==> src/smc_pkg.sv <==
// shared constants and carriers for the supply mode control block
package smc_pkg;

	// register index as printed; the bus sees it one word per index
	localparam logic [31:0] MODE_CTRL_INDEX = 32'h0000_ff01;
	localparam logic [31:0] MODE_CTRL_ADDR = MODE_CTRL_INDEX << 2;

	// field positions inside the control word
	localparam int BOOST_EN_BIT = 0;
	localparam int UNUSED_BIT = 1;
	localparam int REG_SEL_BIT = 2;
	localparam int CONV_SEL_BIT = 3;
	localparam int CTRL_WIDTH = 4;

	// reset value: booster off, both circuits on the external supply
	localparam logic [3:0] MODE_CTRL_RESET = 4'h0;

	// bus encodings used by the slave
	localparam logic [1:0] HTRANS_NONSEQ = 2'h2;
	localparam logic [2:0] HSIZE_WORD = 3'h2;
	localparam logic HRESP_OKAY = 1'h0;

	// settling time that software must leave after enabling the booster;
	// kept here for software and bench, hardware does not enforce it
	localparam int BOOST_SETTLE_MS = 100;
	localparam int CLK_HZ = 40000000;
	localparam longint BOOST_SETTLE_CYCLES =
		(longint'(BOOST_SETTLE_MS) * CLK_HZ + 999) / 1000;

	// data phase captured from a taken address phase
	typedef struct packed {
		logic active;
		logic write;
		logic hit;
	} smc_dphase_t;

	// stored control state driven out to the analog circuits
	typedef struct packed {
		logic converter_supply_select;
		logic regulator_supply_select;
		logic booster_enable;
	} smc_mode_t;

endpackage : smc_pkg

==> src/smc_ahb_port.sv <==
`timescale 1ns/10ps
// address phase capture for a zero wait state AHB-Lite slave
module smc_ahb_port
(
	// clock and reset
	input wire logic hclk,
	input wire logic hresetn,
	// address phase
	input wire logic hsel,
	input wire logic [31:0] haddr,
	input wire logic [1:0] htrans,
	input wire logic hwrite,
	input wire logic [2:0] hsize,
	input wire logic hready,
	// captured data phase
	output smc_pkg::smc_dphase_t dphase
);

	smc_pkg::smc_dphase_t next_dphase;

	// a transfer is taken only when the bus is ready and it is a real one;
	// idle and busy cycles leave nothing pending
	always_comb
	begin
		next_dphase.active = hsel && hready && htrans[1];
		next_dphase.write = hwrite;
		next_dphase.hit = (haddr == smc_pkg::MODE_CTRL_ADDR)
			&& (hsize == smc_pkg::HSIZE_WORD);
	end

	// register the phase; a stalled bus keeps the previous capture
	always_ff @(posedge hclk or negedge hresetn)
	begin
		if (!hresetn)
			dphase <= '0;
		else if (hready)
			dphase <= next_dphase;
	end

endmodule : smc_ahb_port

==> src/smc_supply_mode_control.sv <==
// Local design decision: the AHB-Lite register port.
`timescale 1ns/10ps
// Overview of operation
// RULE_01: control bit 0 switches the booster on or off and reads back.
// RULE_02: bit 2 puts the oscillation regulator on the boosted supply.
// RULE_03: bit 3 puts the converter control circuit on the boosted supply.
// RULE_04: reset clears booster enable and both supply selects to zero.
// RULE_05: bit 1 is unimplemented, reads zero, ignores writes.
// RULE_06: software enables booster, waits settling time, then selects boost.
// RULE_07: software clears supply select first, booster enable afterwards.
// RULE_08: booster stays on while any supply select remains set; the code lets a write clear bit 0 anyway.
// RULE_09: at very low supply software keeps the regulator boosted.
// RULE_10: at low supply software boosts converter control, else not.
// RULE_11: regulator boost at higher supply only on a detected supply drop.
// RULE_12: no interlock or ready flag; each write takes effect at once.
module smc_supply_mode_control
(
	// clock and reset
	input wire logic hclk,
	input wire logic hresetn,
	// AHB-Lite slave
	input wire logic hsel,
	input wire logic [31:0] haddr,
	input wire logic [1:0] htrans,
	input wire logic hwrite,
	input wire logic [2:0] hsize,
	input wire logic [31:0] hwdata,
	input wire logic hready,
	output logic hreadyout,
	output logic hresp,
	output logic [31:0] hrdata,
	// supply mode controls to the analog circuits
	output logic booster_enable,
	output logic regulator_supply_select,
	output logic converter_supply_select
);

	// captured data phase and the stored control fields
	smc_pkg::smc_dphase_t dphase;
	smc_pkg::smc_mode_t mode;

	// one flip-flop per control field
	logic booster_on;
	logic regulator_boosted;
	logic converter_boosted;

	// write and read decode
	logic ctrl_write;
	logic addr_read_hit;

	// field values of the word being written
	smc_pkg::smc_mode_t wr_fields;

	// values the fields take at the coming edge
	logic next_booster_enable;
	logic next_regulator_supply_select;
	logic next_converter_supply_select;
	smc_pkg::smc_mode_t next_mode;

	// readable image and the read data register input
	logic [3:0] next_view;
	logic [31:0] next_hrdata;

	// address phase capture
	smc_ahb_port u_port
	(
		.hclk (hclk),
		.hresetn (hresetn),
		.hsel (hsel),
		.haddr (haddr),
		.htrans (htrans),
		.hwrite (hwrite),
		.hsize (hsize),
		.hready (hready),
		.dphase (dphase)
	);

	// zero wait states and always OKAY; nothing here can fail a transfer,
	// so the bus never has to be held off or answered with an error
	assign hreadyout = 1'b1;
	assign hresp = smc_pkg::HRESP_OKAY;

	// a write lands only when its captured data phase hit the register;
	// idle cycles, reads and misses all leave the stored bits alone
	always_comb
	begin
		if (!dphase.active)
		begin
			ctrl_write = 1'b0;
		end
		else if (!dphase.write)
		begin
			ctrl_write = 1'b0;
		end
		else if (!dphase.hit)
		begin
			ctrl_write = 1'b0;
		end
		else
		begin
			ctrl_write = 1'b1;
		end
	end

	// a read is recognised in its address phase, so that the read data
	// flip-flop can be loaded at the edge that opens the data phase;
	// a non-word size or another address is a miss and reads as zero
	always_comb
	begin
		if (!(hsel && hready && htrans[1]))
		begin
			addr_read_hit = 1'b0;
		end
		else if (hwrite)
		begin
			addr_read_hit = 1'b0;
		end
		else if (haddr != smc_pkg::MODE_CTRL_ADDR)
		begin
			addr_read_hit = 1'b0;
		end
		else if (hsize != smc_pkg::HSIZE_WORD)
		begin
			addr_read_hit = 1'b0;
		end
		else
		begin
			addr_read_hit = 1'b1;
		end
	end

	// split the write word into the three stored fields; bit 1 has no
	// storage, so whatever software writes there is simply dropped
	always_comb
	begin
		wr_fields.booster_enable = hwdata[smc_pkg::BOOST_EN_BIT];
		wr_fields.regulator_supply_select =
			hwdata[smc_pkg::REG_SEL_BIT];
		wr_fields.converter_supply_select =
			hwdata[smc_pkg::CONV_SEL_BIT];
	end

	// RULE_01 booster on or off
	// the booster follows each landing write at once; there is no
	// check against the supply selects, software owns that ordering
	always_comb
	begin
		if (ctrl_write)
		begin
			next_booster_enable = wr_fields.booster_enable;
		end
		else
		begin
			next_booster_enable = mode.booster_enable;
		end
	end

	// RULE_02 regulator supply select
	// the regulator moves to the boosted supply on the write itself,
	// even if the booster has not yet had time to settle
	always_comb
	begin
		if (ctrl_write)
		begin
			next_regulator_supply_select =
				wr_fields.regulator_supply_select;
		end
		else
		begin
			next_regulator_supply_select =
				mode.regulator_supply_select;
		end
	end

	// RULE_03 converter supply select
	// independent of the regulator select; both share the one booster
	always_comb
	begin
		if (ctrl_write)
		begin
			next_converter_supply_select =
				wr_fields.converter_supply_select;
		end
		else
		begin
			next_converter_supply_select =
				mode.converter_supply_select;
		end
	end

	// RULE_12 immediate write effect
	// no hold-off and no ready flag for settling: a lockout here would
	// need a counter of millions of cycles, which software timing avoids
	always_ff @(posedge hclk or negedge hresetn)
	begin
		if (!hresetn)
		begin
			// RULE_04 reset clears all
			booster_on <=
				smc_pkg::MODE_CTRL_RESET[smc_pkg::BOOST_EN_BIT];
		end
		else
		begin
			booster_on <= next_booster_enable;
		end
	end

	// regulator select store; reset puts it on the external supply
	always_ff @(posedge hclk or negedge hresetn)
	begin
		if (!hresetn)
		begin
			regulator_boosted <=
				smc_pkg::MODE_CTRL_RESET[smc_pkg::REG_SEL_BIT];
		end
		else
		begin
			regulator_boosted <= next_regulator_supply_select;
		end
	end

	// converter select store; reset puts it on the external supply
	always_ff @(posedge hclk or negedge hresetn)
	begin
		if (!hresetn)
		begin
			converter_boosted <=
				smc_pkg::MODE_CTRL_RESET[smc_pkg::CONV_SEL_BIT];
		end
		else
		begin
			converter_boosted <= next_converter_supply_select;
		end
	end

	// the stored fields as one carrier for the readback and the outputs
	always_comb
	begin
		mode.booster_enable = booster_on;
		mode.regulator_supply_select = regulator_boosted;
		mode.converter_supply_select = converter_boosted;
	end

	// pack a set of fields into the readable nibble;
	// bits 31:4 are filled with zero by the caller
	function automatic logic [3:0] read_image
	(
		input smc_pkg::smc_mode_t fields
	);
		logic [3:0] image;
		image = '0;
		image[smc_pkg::BOOST_EN_BIT] = fields.booster_enable;
		image[smc_pkg::REG_SEL_BIT] = fields.regulator_supply_select;
		image[smc_pkg::CONV_SEL_BIT] = fields.converter_supply_select;
		// RULE_05 unused bit reads zero
		image[smc_pkg::UNUSED_BIT] = 1'b0;
		return image;
	endfunction : read_image

	// the word as it stands after this edge; a read whose address phase
	// meets the data phase of a write therefore sees the new value
	always_comb
	begin
		next_mode.booster_enable = next_booster_enable;
		next_mode.regulator_supply_select =
			next_regulator_supply_select;
		next_mode.converter_supply_select =
			next_converter_supply_select;
		next_view = read_image(next_mode);
	end

	// read data word: the nibble on a hit, zero on a miss or no read
	always_comb
	begin
		if (addr_read_hit)
		begin
			next_hrdata = {28'h000_0000, next_view};
		end
		else
		begin
			next_hrdata = 32'h0000_0000; // unmapped or idle reads zero
		end
	end

	// read data from a flip-flop, loaded as the data phase opens; it stands
	// for exactly that data phase and then takes the next read's word, or zero
	// if no read hit follows, and a stalled bus keeps it where it is
	always_ff @(posedge hclk or negedge hresetn)
	begin
		if (!hresetn)
		begin
			hrdata <= 32'h0000_0000;
		end
		else if (hready)
		begin
			hrdata <= next_hrdata;
		end
	end

	// controls go out unchanged; the analog side owns the settling
	always_comb
	begin
		booster_enable = mode.booster_enable;
		regulator_supply_select = mode.regulator_supply_select;
		converter_supply_select = mode.converter_supply_select;
	end

endmodule : smc_supply_mode_control

==> config.mk <==
export PLATFORM = sky130hd
export DESIGN_NAME = smc_supply_mode_control
export DESIGN_NICKNAME = d
export VERILOG_FILES = /design/src/smc_pkg.sv /design/src/smc_ahb_port.sv /design/src/smc_supply_mode_control.sv
export SDC_FILE = /design/constraint.sdc
export NUM_CORES = 1
export LEC_CHECK = 0
export ABC_AREA = 1
export BUFFER_PORTS_ARGS = -buffer_cell sky130_fd_sc_hd__buf_2
export CAP_MARGIN = 5
export CORE_AREA = 2 2 52 54
export CTS_BUF_LIST = sky130_fd_sc_hd__clkbuf_16
export DETAILED_ROUTE_END_ITERATION = 16
export DIE_AREA = 0 0 54 56
export PLACE_DENSITY_LB_ADDON = 0.2
export SKIP_LAST_GASP = 1
export SLEW_MARGIN = 40
export SYNTH_ARGS = -nofsm -noshare
export SYNTH_HDL_FRONTEND = slang
export SYNTH_SLANG_ARGS = --single-unit
==> constraint.sdc <==
create_clock -name hclk -period 2.1 [get_ports hclk]
set_input_delay 0.315 -clock hclk [delete_from_list [all_inputs] [get_ports hclk]]
set_output_delay 0.315 -clock hclk [all_outputs]
set_load 0.01 [all_outputs]
# --- Yosys cells after proc, flatten, opt, wreduce, memory -nomap -nowiden ---
# Cells that the tools add are included.
# Widths: inputs -> output; s select.
totals:
  reg_bits: 38
classes:
  eq_ne: 4
  mux: 11
  reduce_logical: 3
op_table:
  columns: ["cell", "n"]
  rows:
  - ["$eq 32x18->1 const B", 1]
  - ["$ne 32x18->1 const B", 1]
  - ["$mux 1", 10]
  - ["$mux 4", 1]
  - ["$eq 3x2->1 const B", 1]
  - ["$logic_and 1x1->1", 3]
  - ["$ne 3x2->1 const B", 1]

# --- Longest topological paths before layout ---
depth:
  depth_word: 6
  ltp_mapped: 8

# --- Hierarchy ---
# A second synthesis with hierarchy kept.
unflattened:
  cells_unflattened: 155
  area_unflattened_um2: 940.9
by_module_without_submodules:
  columns: ["module", "n_inst", "cells_per_inst", "area_each_um2", "seq_area_each_um2"]
  rows:
  - ["smc_supply_mode_control", 1, 104, 665.6, 150.1]
  - ["smc_ahb_port", 1, 51, 275.3, 75.1]

# --- Least setup slack after synthesis ---
# OpenSTA, ideal clock, no wires.
synth_timing:
  path_kind: "flip-flop to flip-flop"
  startpoint: "register, netlist name u_port.dphase[2]"
  endpoint: "register hrdata[3]"
  setup_ps: 117
  t_arrival_ps: 826
  t_required_ps: 1983
  setup_slack_ps: 1157
  path_stages_with_launch: 7
  n_path_buf: 0
  period_less_slack_ps: 943
  cell_sequence: "dfrtp_1 > nand3_1 > nand2_1 > o21ai_1 > nor2_1 > nand3_1 > nand2_1"
synth_between:
  elab_chain_cells: 3
synth_rtl:
  columns: ["element", "line_no", "source"]
  rows:
  - ["$mux 1", "smc_supply_mode_control.sv:87", "if (!dphase.active)"]
  - ["$mux 1", "smc_supply_mode_control.sv:179", "if (ctrl_write)"]
  - ["$mux 4", "smc_supply_mode_control.sv:275", "if (addr_read_hit)"]
  - ["end signal, assigned", "smc_supply_mode_control.sv:296", "hrdata <= next_hrdata;"]
  - ["end, declared", "smc_supply_mode_control.sv:31", "output logic [31:0] hrdata,"]
# No other way between the ends.
# A chain may end at the register's enable or synchronous reset.

# --- Worst setup path after layout ---
layout_timing:
  startpoint: "register, netlist name u_port.dphase[0]"
  endpoint: "register hrdata[2]"
layout_between:
  elab_chain_cells: 5
layout_rtl:
  columns: ["element", "line_no", "source"]
  rows:
  - ["$mux 1", "smc_supply_mode_control.sv:95", "else if (!dphase.hit)"]
  - ["$mux 1", "smc_supply_mode_control.sv:91", "else if (!dphase.write)"]
  - ["$mux 1", "smc_supply_mode_control.sv:87", null]
  - ["$mux 1", "smc_supply_mode_control.sv:163", "if (ctrl_write)"]
  - ["$mux 4", "smc_supply_mode_control.sv:275", null]
# No other way between the ends.

==> results_dict.tcl <==
set metrics [dict create \
    status "finished clean" \
    p_per_area_nw_per_um2 583 \
    synth_top_area_cell "buf_4" \
    regToRegStartpoint "u_port.dphase[0]$_DFFE_PN0P_" \
    hold_path_depth 3 \
    io_buffers 49 \
    setup-tns-final_ps 0 \
    clock_latency_ps 230 \
    post_cts_buffers 0 \
    cts.path.max_buffers 2 \
    cts_root_buf "clkbuf_16" \
    num_rows 18 \
    grt_pass1_wl_um 2570 \
    cp-end-kind "register" \
    drc 0 \
    setup_viol 0 \
    die_h_um 56 \
    cp-startpoint "u_port.dphase[0]$_DFFE_PN0P_" \
    p_sw_w 0.000129 \
    cp_common_cell "nand3_1" \
    hp-start "hwdata[3]" \
    nets 241 \
    route.vias.total 745 \
    numCtsBuffers 3 \
    synth_area_um2 767 \
    synth_fa_ha_area_frac 0 \
    muxShareOfSynthArea 0 \
    grt-ovfl-total 0 \
    rr_worst_depth 5 \
    power_frac_seq 0.303 \
    dieArea_um2 3020 \
    critPathRequiredTime_ps 2210 \
    cts_hold_buffers 1 \
    slowest_delay_ps 340 \
    switching_share 0.218 \
    die_w_um 54 \
    rsz0062_at_grt "no" \
    synth.yosys.warnings 0 \
    synth_simple_gate_area_share 0.299 \
    wl_per_cell_um 7.53 \
    slowest_stage "dfrtp_1" \
    final.min_clock_period_ps 1080 \
    path_depth 5 \
    synth_top_family_by_area "buffers and inverters" \
    combinationalPowerShare 0.148 \
    p_clk_frac 0.549 \
    drt_iter0_drc 16 \
    p_int_w 0.000463 \
    synth.yosys.seq_area_share 0.294 \
    dp_hpwl_um 1320 \
    yosysUniqueCellTypes 12 \
    htreeDepth 1 \
    path_buf_inv 0 \
    yosysTopAreaCellShare 0.303 \
    grt_max_degree 10 \
    crit_family "simple AND/OR/NAND/NOR gates" \
    cp.arrival_ps 1190 \
    grt_pass1_vias 677 \
    drt_pass1_iterations 4 \
    pin_count 111 \
    core-area_um2 2430 \
    ant_nets 0 \
    area_growth_pct 32.3 \
    avgSynthCellArea_um2 6.73 \
    clock_skew_ps 2.83 \
    finalHoldViolCount 0 \
    ys_ff_latch 9 \
    pre_cts_ws_ps 975 \
    synthXorXnorAreaFrac 0 \
    drv_cap 0 \
    hold_path_class "in -> reg" \
    ctsResizeCount 0 \
    min_period_over_period 0.514 \
    clk_pin_slew_worst_paths_ps 40 \
    cts_tree "done" \
    fin_ws_ps 1020 \
    critical_path_class "reg -> reg" \
    cts.sink_count 9 \
    initial_core_util 0.315 \
    synth_cells 114 \
    drive_gt1_frac 0.349 \
    antennaDiodeCount 0 \
    ys_top_cells_by_area "buf_4, dfrtp_1, nand2_1, nor2_1, inv_1" \
    drv_slew 0 \
    vdd_drop_max_mv 0.559 \
    fmaxAchievable_mhz 926 \
    crit_chain "nand3_1 -> o21ai_1 -> nor2_1 -> nand3_1 -> nand2_1" \
    synth-compound-area-share 0.0261 \
    vias_per_cell 3.80 \
    p_leak_nw 0.669 \
    routabilityCongestion 0.705 \
    gr-usage-all-layers 0.111 \
    antenna_found_initial 0 \
    start_kind "register" \
    r2r_slack_ps 1020 \
    routed_wirelength_um 1480 \
    cp_max_fo 6 \
]
-- cell usage in the layout, fill, tap and decap left out, drive strengths merged --
cell | netlist | routed
inv | 14 | 15
clkbuf | 0 | 3
buf | 31 | 49
dfrtp | 9 | 9
nand3 | 5 | 5
nand4 | 3 | 3
o21ai | 4 | 4
dlygate4sd3 | 0 | 1
conb | 2 | 31
nand2 | 25 | 25
nor2 | 21 | 21
-- stage by stage --
step / cells / area [um2] / util / hold WS [ps] / total power (W)
5_1_grt: 196 / 1010 / 0.417 / 344 / 0.000623
2_1_floorplan: 143 / 876 / - / 19.4 / 0.000265
3_5_place_dp: 191 / 926 / 0.381 / 180 / 0.000268
3_3_place_gp: 191 / 926 / 0.381 / 181 / 0.000266
4_1_cts: 196 / 1010 / 0.417 / 324 / 0.000598
6_report: 196 / 1010 / 0.417 / 326 / 0.000591
-- logic make-up (layout without fill, tap and decap cells) --
| family | after synthesis | count (layout) |
|---|---|---|
| AOI/OAI and AO/OA | 4 | 4 |
| buffers and inverters | 45 | 68 |
| DFF | 9 | 9 |
| other | 2 | 31 |
| and+or+nand+nor | 54 | 54 |
-- state kept, by name, summed over array words and instances, names as in the netlist --
name	count
hrdata	3
booster_enable	1
u_port.dphase	3
regulator_supply_select	1
converter_supply_select	1
-- area by class of cell --
cell class	instances	area [um2]
Clock inverter	1	3.75
Sequential cell	9	225
Inverter	14	52.6
Multi-Input combinational cell	89	365
Clock buffer	3	75.1
Fill cell	262	1420
Tap cell	30	37.5
Timing Repair Buffer	50	255
-- per-layer routing --
layer	vias to the layer above	global-route usage	routed length [um]
li1	384	-	-
met2	37	0.199	802
met1	322	0.119	535
met4	0	0.0429	16
met3	2	0.0269	120
met5	-	0	0
-- synthesized netlist by cell type --
master and instances:
conb_1 2, nor2_2 5, buf_4 31, nand3_1 5
nand2_1 25, o21ai_0 1, inv_2 1, dfrtp_1 9
nor2_1 16, o21ai_1 3, inv_1 13, nand4_1 3
-- power groups by stage --
stage | Sequential [W] | Combinational (W) | Clock [W]
6_report | 0.000179 | 0.0000878 | 0.000324
5_1_grt | 0.000179 | 0.000103 | 0.000341
4_1_cts | 0.000179 | 0.0000880 | 0.000331
3_5_place_dp | 0.000181 | 0.0000865 | 0
3_3_place_gp | 0.000181 | 0.0000852 | 0
2_1_floorplan | 0.000181 | 0.0000840 | 0
-- worst min-delay path, cell delays in order --
cell	delay, ps
buf_2	80
o21ai_1	80
inv_1	60
-- worst paths after layout --
| check | to |
|---|---|
| setup / recovery | hrdata[2]$_DFFE_PN0P_ |
| hold / removal | converter_supply_select$_DFF_PN0_ |
| setup reg to reg | hrdata[2]$_DFFE_PN0P_ |
| hold reg to reg | u_port.dphase[1]$_DFFE_PN0P_ |
| max in group asynchronous | hrdata[0]$_DFFE_PN0P_ |
| min in group asynchronous | converter_supply_select$_DFF_PN0_ |
Power figures use the tool's default switching activity.
